**config.mk**
```make
export PLATFORM = sky130hd
export DESIGN_NAME = foc_option_regs
export DESIGN_NICKNAME = d
export VERILOG_FILES = /design/src/core/foc_pkg.sv /design/src/core/foc_alert_gate.sv /design/src/core/foc_option_regs.sv
export SDC_FILE = /design/constraint.sdc
export NUM_CORES = 1
export LEC_CHECK = 0
export ABC_CLOCK_PERIOD_IN_PS = 2800
export BUFFER_PORTS_ARGS = -buffer_cell sky130_fd_sc_hd__buf_4
export CORE_MARGIN = 3
export CORE_UTILIZATION = 24
export CTS_BUF_LIST = sky130_fd_sc_hd__clkbuf_8
export DETAILED_ROUTE_END_ITERATION = 6
export PLACE_DENSITY = 0.56
export SETUP_SLACK_MARGIN = 0.15
export SLEW_MARGIN = 20
export SYNTH_ARGS = -nofsm -noshare
export SYNTH_HDL_FRONTEND = slang
export SYNTH_SLANG_ARGS = --single-unit
export TNS_END_PERCENT = 10
```
**constraint.sdc**
```tcl
create_clock -name core_clk_in -period 2.8 [get_ports core_clk_in]
set_input_delay 0.28 -clock core_clk_in [delete_from_list [all_inputs] [get_ports core_clk_in]]
set_output_delay 0.28 -clock core_clk_in [all_outputs]
set_load 0.01 [all_outputs]
```
**src/core/foc_pkg.sv**
```systemverilog
// package for the option-control register block: offsets, field positions, reset values, carriers
// assumes a single core clock and a synchronous active-high reset
package foc_pkg;

    localparam logic [7:0]  FOC_OPTION_CODE      = 8'hE5;
    localparam logic [7:0]  FOC_PHASE_SYNC_CODE  = 8'hE6;
    localparam logic [15:0] FOC_OPTION_RESET     = 16'h7F00;
    localparam logic [15:0] FOC_PHASE_SYNC_RESET = 16'h0000;

    // option byte field positions (upper byte of option_control)
    localparam int FOC_ADC_EN_BIT   = 2;
    localparam int FOC_TPFE_BIT     = 1;
    localparam int FOC_PSM_BIT      = 0;
    // alert byte field positions (lower byte of option_control)
    localparam int FOC_OVONLY_BIT   = 1;
    localparam int FOC_MASK_BIT     = 0;
    // saved-image position of the page one mask bit
    localparam int FOC_NVM_MASK1_BIT = 2;

    localparam logic [7:0]  FOC_OPT_HI_RESET  = 8'h7F;
    localparam logic        FOC_OVONLY_RESET  = 1'b0;
    localparam logic [1:0]  FOC_MASK_RESET    = 2'b00;

    // register request from the management bus front end
    typedef struct packed {
        logic        wr;
        logic        rd;
        logic        page;
        logic [7:0]  code;
        logic [15:0] wdata;
    } foc_req_s;

    // per-channel fault evidence from the analog side
    typedef struct packed {
        logic ov;
        logic other;
        logic above_stage;
        logic above_ot;
    } foc_fault_s;

    // whole state of the register block
    typedef struct packed {
        logic [7:0]  opt_hi;
        logic        ovonly;
        logic [1:0]  mask;
        logic [15:0] phase;
        logic        psm_active;
        logic [15:0] rdata;
        logic        rvalid;
        logic        alert;
        logic [1:0]  psf;
        logic [1:0]  ot;
        logic [15:0] meas;
        logic        nvm_wr;
    } foc_state_s;

endpackage

```
**src/core/foc_alert_gate.sv**
```systemverilog
// per-page alert gate: turns one page's fault sources into an alert request
// assumes stage fault, ov-only and mask are registered state; overvoltage and other arrive unregistered
`timescale 1ns/10ps
module foc_alert_gate (
    input  wire logic ov_in,
    input  wire logic other_in,
    input  wire logic stage_fault_in,
    input  wire logic ovonly_in,
    input  wire logic mask_in,
    output logic      alert_req_out
);
    always_comb begin
        if (ovonly_in) begin
            alert_req_out = ov_in;
        end else begin
            alert_req_out = ov_in | other_in | (stage_fault_in & ~mask_in);
        end
    end
endmodule // foc_alert_gate

```
**src/core/foc_option_regs.sv**
```systemverilog
// option-control and phase-sync registers with fault qualification and alert shaping
// assumes a register front end decoding the management bus, and an external nonvolatile store
// What this block does
// - the adc run enable resets to one and stops or lets conversion run as written.
// - with temp pin fault enable set, a sense input above the stage level raises stage fault and over-temperature.
// - with temp pin fault enable clear, stage fault is ignored and only over-temperature is raised.
// - over-temperature is always raised when the sense voltage passes the programmed threshold.
// - power stage mode enable resets to one and selects the smart stage interface conventions.
// - a new power stage mode value acts only after save and power-down reboot.
// - restore all defaults leaves the active power stage mode untouched.
// - writes to read-only bits, alert byte bits 7:2 included, are discarded.
// - alert overvoltage only resets to zero and, when set, lets only page zero overvoltage raise the page zero alert request.
// - alert overvoltage only exists for page zero; the page one bit does nothing.
// - the per-page stage fault mask resets to zero and blocks alert from stage fault bits 3 and 2.
// - the phase sync register at E6h resets to 0000h and holds sync and phase settings.
// - saving user configuration changes the power-up value of the phase sync register.
`timescale 1ns/10ps
module foc_option_regs
    import foc_pkg::*;
(
    input  wire logic        core_clk_in,
    input  wire logic        srst_in,
    input  wire foc_req_s    req_in,
    input  wire logic        restore_defaults_in,
    input  wire logic        store_user_in,
    input  wire logic        nvm_valid_in,
    input  wire logic [15:0] nvm_option_in,
    input  wire logic [15:0] nvm_phase_in,
    input  wire foc_fault_s  fault0_in,
    input  wire foc_fault_s  fault1_in,
    input  wire logic        meas_valid_in,
    input  wire logic [15:0] meas_in,
    output logic [15:0]      rdata_out,
    output logic             rvalid_out,
    output logic             adc_enable_out,
    output logic             power_stage_mode_out,
    output logic [15:0]      phase_sync_out,
    output logic [1:0]       power_stage_fault_out,
    output logic [1:0]       ot_fault_out,
    output logic             alert_out,
    output logic [15:0]      meas_out,
    output logic             nvm_wr_out,
    output logic [15:0]      nvm_option_out,
    output logic [15:0]      nvm_phase_out
);
    foc_state_s st_r;
    foc_state_s st_nxt;
    logic [1:0] alert_req;
    logic       tpfe;

    assign tpfe = st_r.opt_hi[FOC_TPFE_BIT];

    foc_alert_gate u_gate0 (
        .ov_in          (fault0_in.ov),
        .other_in       (fault0_in.other),
        .stage_fault_in (st_r.psf[0]),
        .ovonly_in      (st_r.ovonly),
        .mask_in        (st_r.mask[0]),
        .alert_req_out  (alert_req[0])
    );

    foc_alert_gate u_gate1 (
        .ov_in          (fault1_in.ov),
        .other_in       (fault1_in.other),
        .stage_fault_in (st_r.psf[1]),
        .ovonly_in      (1'b0),
        .mask_in        (st_r.mask[1]),
        .alert_req_out  (alert_req[1])
    );

    always_comb begin
        st_nxt        = st_r;
        st_nxt.rvalid = 1'b0;
        st_nxt.nvm_wr = 1'b0;
        if (srst_in) begin
            // power-up load: saved image when present, else defaults
            if (nvm_valid_in) begin
                st_nxt.opt_hi = nvm_option_in[15:8];
                st_nxt.ovonly = nvm_option_in[FOC_OVONLY_BIT];
                st_nxt.mask   = {nvm_option_in[FOC_NVM_MASK1_BIT], nvm_option_in[FOC_MASK_BIT]};
                st_nxt.phase  = nvm_phase_in;
            end else begin
                st_nxt.opt_hi = FOC_OPT_HI_RESET;
                st_nxt.ovonly = FOC_OVONLY_RESET;
                st_nxt.mask   = FOC_MASK_RESET;
                st_nxt.phase  = FOC_PHASE_SYNC_RESET;
            end
            // active stage mode only changes here, at power-up
            st_nxt.psm_active = nvm_valid_in ? nvm_option_in[8 + FOC_PSM_BIT]
                                             : FOC_OPT_HI_RESET[FOC_PSM_BIT];
            st_nxt.rdata = 16'h0000;
            st_nxt.alert = 1'b0;
            st_nxt.psf   = 2'b00;
            st_nxt.ot    = 2'b00;
            st_nxt.meas  = 16'h0000;
        end else begin
            if (restore_defaults_in) begin
                st_nxt.opt_hi = FOC_OPT_HI_RESET;
                st_nxt.ovonly = FOC_OVONLY_RESET;
                st_nxt.mask   = FOC_MASK_RESET;
                st_nxt.phase  = FOC_PHASE_SYNC_RESET;
            end else if (req_in.wr) begin
                case (req_in.code)
                    FOC_OPTION_CODE: begin
                        st_nxt.opt_hi = req_in.wdata[15:8];
                        if (!req_in.page) begin
                            st_nxt.ovonly = req_in.wdata[FOC_OVONLY_BIT];
                        end
                        st_nxt.mask[req_in.page] = req_in.wdata[FOC_MASK_BIT];
                    end
                    FOC_PHASE_SYNC_CODE: begin
                        st_nxt.phase = req_in.wdata;
                    end
                    default: begin
                        st_nxt.phase = st_r.phase;
                    end
                endcase
            end
            if (store_user_in) begin
                st_nxt.nvm_wr = 1'b1;
            end
            if (req_in.rd) begin
                st_nxt.rvalid = 1'b1;
                case (req_in.code)
                    FOC_OPTION_CODE: begin
                        st_nxt.rdata = {st_r.opt_hi, 6'h00,
                                        st_r.ovonly & ~req_in.page,
                                        st_r.mask[req_in.page]};
                    end
                    FOC_PHASE_SYNC_CODE: begin
                        st_nxt.rdata = st_r.phase;
                    end
                    default: begin
                        st_nxt.rdata = 16'h0000;
                    end
                endcase
            end
            // fault qualification per channel
            st_nxt.psf[0] = tpfe & fault0_in.above_stage;
            st_nxt.psf[1] = tpfe & fault1_in.above_stage;
            st_nxt.ot[0]  = fault0_in.above_stage | fault0_in.above_ot;
            st_nxt.ot[1]  = fault1_in.above_stage | fault1_in.above_ot;
            st_nxt.alert  = |alert_req;
            if (meas_valid_in && st_r.opt_hi[FOC_ADC_EN_BIT]) begin
                st_nxt.meas = meas_in;
            end
        end
    end

    always_ff @(posedge core_clk_in) begin
        st_r <= st_nxt;
    end

    assign rdata_out             = st_r.rdata;
    assign rvalid_out            = st_r.rvalid;
    assign adc_enable_out        = st_r.opt_hi[FOC_ADC_EN_BIT];
    assign power_stage_mode_out  = st_r.psm_active;
    assign phase_sync_out        = st_r.phase;
    assign power_stage_fault_out = st_r.psf;
    assign ot_fault_out          = st_r.ot;
    assign alert_out             = st_r.alert;
    assign meas_out              = st_r.meas;
    assign nvm_wr_out            = st_r.nvm_wr;
    assign nvm_option_out        = {st_r.opt_hi, 5'h00, st_r.mask[1], st_r.ovonly, st_r.mask[0]};
    assign nvm_phase_out         = st_r.phase;
endmodule // foc_option_regs

```
== Yosys cells after proc, flatten, opt, wreduce, memory -nomap -nowiden ==
Cells that the tools add are included.
Operators by class
  reductions and logical operators: 9
  order comparisons: 2
  bitwise gates (word level): 14
  mux-type cells: 16
  equal/unequal tests: 3
Operators with widths (count)
  27-bit 2-to-1 mux: 4
  16-bit one-hot mux with 2 select lines: 1
  8-bit equality test, second input constant: 2
  16-bit 2-to-1 mux: 1
  11-bit 2-to-1 mux: 1
  3-bit nonzero test: 3
  1-bit 2-to-1 mux: 7
  1-bit bitwise OR: 6
  1-bit bitwise AND: 5
  2-bit AND reduction: 2
  3-bit by 2-bit != test with 1-bit output, second input constant: 1
  1-bit inverter: 3
  3-bit AND reduction: 1
  2-bit bitwise mux: 1
  1-bit logical AND: 2
  1-bit by 2-bit < comparator with 1-bit output, second input constant: 1
  2-bit OR reduction: 1
  1-bit demux with 1-bit select: 1
  1-bit greater-or-equal comparator, second input constant: 1
Word-level totals
  register bits after elaboration: 67
  word-level logic and storage cells: 56
  output and inout bits: 89
  bits of input ports: 89

== Depth between registers and ports, before layout ==
  depth in word-level cells: 9
  mapped depth: 5
  depth with buffers taken out: 5

== By module ==
Synthesis repeated with hierarchy kept, for this count alone.
Unflattened totals
  cells, all modules: 273
  area total of the unflattened synthesis: 2866.5 µm²
By module, submodules not included
  foc_option_regs: seq. area each 1621.6 µm², area each 2826.5 µm², times used 1, cells each 267
  foc_alert_gate: seq. area each 0.0 µm², area each 20.0 µm², times used 2, cells each 3

== Worst setup path before layout ==
Ideal clock, no wire load.
  kind: input -> register
  start: in req_in[20] (netlist bit)
  end: reg st_r, in the netlist nvm_phase_out[0] (enable)
  stages on the path: 3
  slack: 388 ps
  path buffers: 0
  data required time: 2389 ps
  library setup time: 411 ps
  arrival: 2000 ps
  path through: and4b_2 > nand3_1 > o21ai_0
On the way
  word-level cells in the longest chain between the ends: 3
Ends and longest elaborated chain
  start: declaration: line foc_option_regs.sv:23  | input wire foc_req_s req_in,
  8-bit equality test: line foc_option_regs.sv:103  | case (req_in.code)
  3-bit nonzero test (no source line)
  2-bit AND reduction (no source line)
  end signal: assignment: line foc_option_regs.sv:151  | st_r <= st_nxt;
  end: declaration: line foc_option_regs.sv:46  | foc_state_s st_r;
No other way between the ends.
A chain may end at the register's enable or synchronous reset.

== Final worst setup path ==
  start: in srst_in
  end: reg st_r, in the netlist nvm_option_out[13] (enable)
On the way
  word-level cells in the longest chain between the ends: 2
  elaborated cells on any way between the ends: 3
  classes of those cells: reduce/logical (3)
Ends and longest elaborated chain
  start: declaration: line foc_option_regs.sv:22  | input wire logic srst_in,
  3-bit nonzero test (no source line)
  2-bit AND reduction (no source line) (*)
Mark *: on every way between the ends. The rest lies on a longest branch, timed or not.

==> impl_metrics.tcl <==
set metrics [dict create \
    floorplan.die.height_microns 115.7 \
    hold_slack_ns 0.1548 \
    grt_pass1_wl_microns 12810 \
    synth.yosys.seq_area_share_pct 56.15 \
    cts_post_setup_buffers_inserted 0 \
    filler_instances 1189 \
    path_buf_inv 1 \
    max_clock_freq_mhz 554.9 \
    synthesis.yosys.warnings 0 \
    setup-tns-final_ns 0 \
    cts_root_buffer "sky130_fd_sc_hd__clkbuf_8" \
    yosysTopAreaCellShare_pct 29.12 \
    vdd_ir_drop_max_uv 241.6 \
    cts.repair.resized 0 \
    synth.distinct_cells 31 \
    finalWeightedCongestion 0.7730 \
    n_antenna_cell 0 \
    layout-drive-gt1-share_pct 45.26 \
    synth-edff-count 28 \
    hp-start "store_user_in" \
    cts_tree "yes" \
    worst_r2r_startpoint "adc_enable_out" \
    synth_area_leaders "sky130_fd_sc_hd__edfxtp_1 29%, sky130_fd_sc_hd__dfxtp_1 27%, sky130_fd_sc_hd__buf_4 7.8%" \
    endpoint_kind "flop" \
    boundaryPins 178 \
    slew-limit-headroom_pct 38.77 \
    first_global_vias 2481 \
    crit_start "srst_in" \
    yosysMostFrequentCell "sky130_fd_sc_hd__nand2_1" \
    setup-violations-final 0 \
    critical_path.reg2reg.endpoint "meas_out[14]" \
    detail_route.wirelength_microns 8873 \
    num_rows 39 \
    worst_path_largest_cell_delay_ns 0.78 \
    crit_path_max_fanout 42 \
    totalPowerFinal_mw 2.332 \
    synth-seq-cells 67 \
    grt_remaining_overflow 0 \
    drt_pass1_iterations 4 \
    cts-root-to-sink-buffers 2 \
    detail_route.wl_per_cell_microns 15.70 \
    unrepaired_setup_endpoints_after_global_routing "no" \
    fin_crit_ns 1.802 \
    post_layout_nonfiller_instances 565 \
    async_reset_ff_share_pct 0 \
    crit_arrival_ns 1.78 \
    netlist_top_cells_count "47 x sky130_fd_sc_hd__nand2_1, 39 x sky130_fd_sc_hd__dfxtp_1, 30 x sky130_fd_sc_hd__buf_4" \
    dpl_cell_area_sq_mm 0.004076 \
    cts_inserted_buffers 9 \
    syn-cell-area_sq_mm 0.002888 \
    drc 0 \
    cts_sinks 67 \
    place_inst 549 \
    htree_num_levels 3 \
    port_buffers 167 \
    worstMarginPinSlew_ns 0.9175 \
    antenna_found_initial 0 \
    post-route-period-util_pct 64.36 \
    final_cell_area_sq_mm 0.004268 \
    die_width_microns 115.7 \
    core_region_area_sq_mm 0.01156 \
    fin_nets 506 \
    critPathKind "input port to flop" \
    detailedRoute.firstIterationViolations 108 \
    critical-path-slowest-cell "sky130_fd_sc_hd__nor2_2" \
    final.setup_skew_ns 0.006807 \
    worst_ep_required_time_ns 2.78 \
    clkLatencyLatePin_ns 0.34 \
    total_die_area_sq_mm 0.01338 \
    worstHoldEndpoint "nvm_wr_out" \
    syn_avg_cell_area_sq_um 10.50 \
    avgViaCountPerCell 4.460 \
    critical_path.cell_chain "buf_4 > nor2_2 > nand2_1" \
    area_delta_synth_final_pct 47.79 \
    worstHoldPathType "input port to flop" \
    slew_viol_final 0 \
    ys.flop_type "sky130_fd_sc_hd__dfxtp_1" \
    outcome "completed" \
    routed-via-count 2520 \
    groute.usage.overall_pct 12.68 \
    synthesis.instances 275 \
    startpoint_type "input port" \
    largest_delay_contributor_family_on_the_critical_path "simple AND/OR/NAND/NOR gates" \
    maximum_number_of_pins_on_one_net_before_global_route_repair 43 \
    finalHoldViolCount 0 \
    yosysTopAreaCell "sky130_fd_sc_hd__edfxtp_1" \
    p_leak_nw 1.867 \
    cts.clk_slew.worst_paths_ns 0.07 \
    pwr_density_cell_mw_per_mm2 546.5 \
    maxCapViolations 0 \
    initial_core_util_pct 24.97 \
    min_delay_path_depth 2 \
    ant_nets 0 \
    reg2reg_setup_slack_ns 1.38 \
    dp_hpwl_microns 6884 \
    post_cts_hold_buffer_count 0 \
    timing.reg2reg.worst_path_depth 3 \
]
[cell usage in the layout (no fill, tap or decap), drive strengths merged, types with 11 or more instances in the layout]
master / count
dfxtp: 39
o32ai: 16
nand2b: 11
nand2: 48
buf: 170
edfxtp: 28
a21oi: 17
a22o: 17
inv: 12
[worst max-delay path by stage]
stage / end / slack, ns / cells after the start
after detailed placement: nvm_option_out[14] / 0.59 / 3
after floorplan: nvm_phase_out[0] / 0.39 / 3
after global placement: nvm_option_out[14] / 0.65 / 3
final: nvm_option_out[13] / 1.0 / 3
after global routing: nvm_option_out[11] / 0.76 / 3
after CTS: nvm_option_out[11] / 0.96 / 3
[metrics by stage]
stage                     setup WS, ns  utilization [%]
after detailed placement        0.5856            35.25
after global placement          0.6471            35.25
after CTS                       0.9558            36.90
final                           0.9979            36.90
after floorplan                 0.3885                -
after global routing            0.7634            36.90
[state kept, by name, summed over array words and instances (netlist names)]
register	count
rdata_out	16
power_stage_fault_out	2
ot_fault_out	2
nvm_wr_out	1
alert_out	1
power_stage_mode_out	1
adc_enable_out	1
nvm_option_out	10
rvalid_out	1
meas_out	16
nvm_phase_out	16
[where the power goes]
group          leakage (nW)  internal (mW)  total [mW]  switching, mW
clock                0.0947          0.408       0.786          0.378
combinational          1.16          0.225       0.411          0.187
sequential            0.608           1.09        1.13         0.0473
total                  1.87           1.72        2.33          0.612
[cell type report]
cell class	instances	area, sq um	share of cell area (%)
sequential	67	1622	37.99
timing repair buffer	170	1276	29.90
multi-input combinational	158	958.4	22.46
tap	143	178.9	4.192
clock buffer	9	123.9	2.902
clock inverter	7	67.56	1.583
inverter	11	41.29	0.9675
[cell families after synthesis]
logic type | count (synthesis) | share of synthesized area, %
flip-flops | 67 | 56.15
buffers and inverters | 54 | 11.40
AO/OA/AOI/OAI | 75 | 19.32
other | 1 | 0.1299
AND/OR/NAND/NOR | 77 | 12.61
multiplexers | 1 | 0.3899
[worst reg2reg max path, delay by kind of cell, from the launching register on]
kind | cells | cell delay (ns)
AOI/OAI and AO/OA | 1 | 0.15
DFF | 1 | 0.52
and+or+nand+nor | 2 | 0.67
[layer usage]
layer  GRT usage, %  share of wire (%)
met3          4.334                8.5
met1          15.54                 42
met4          3.480                1.3
met2          21.37                 48
met5              0                  0
No activity file was read; power rests on OpenSTA's default activity.
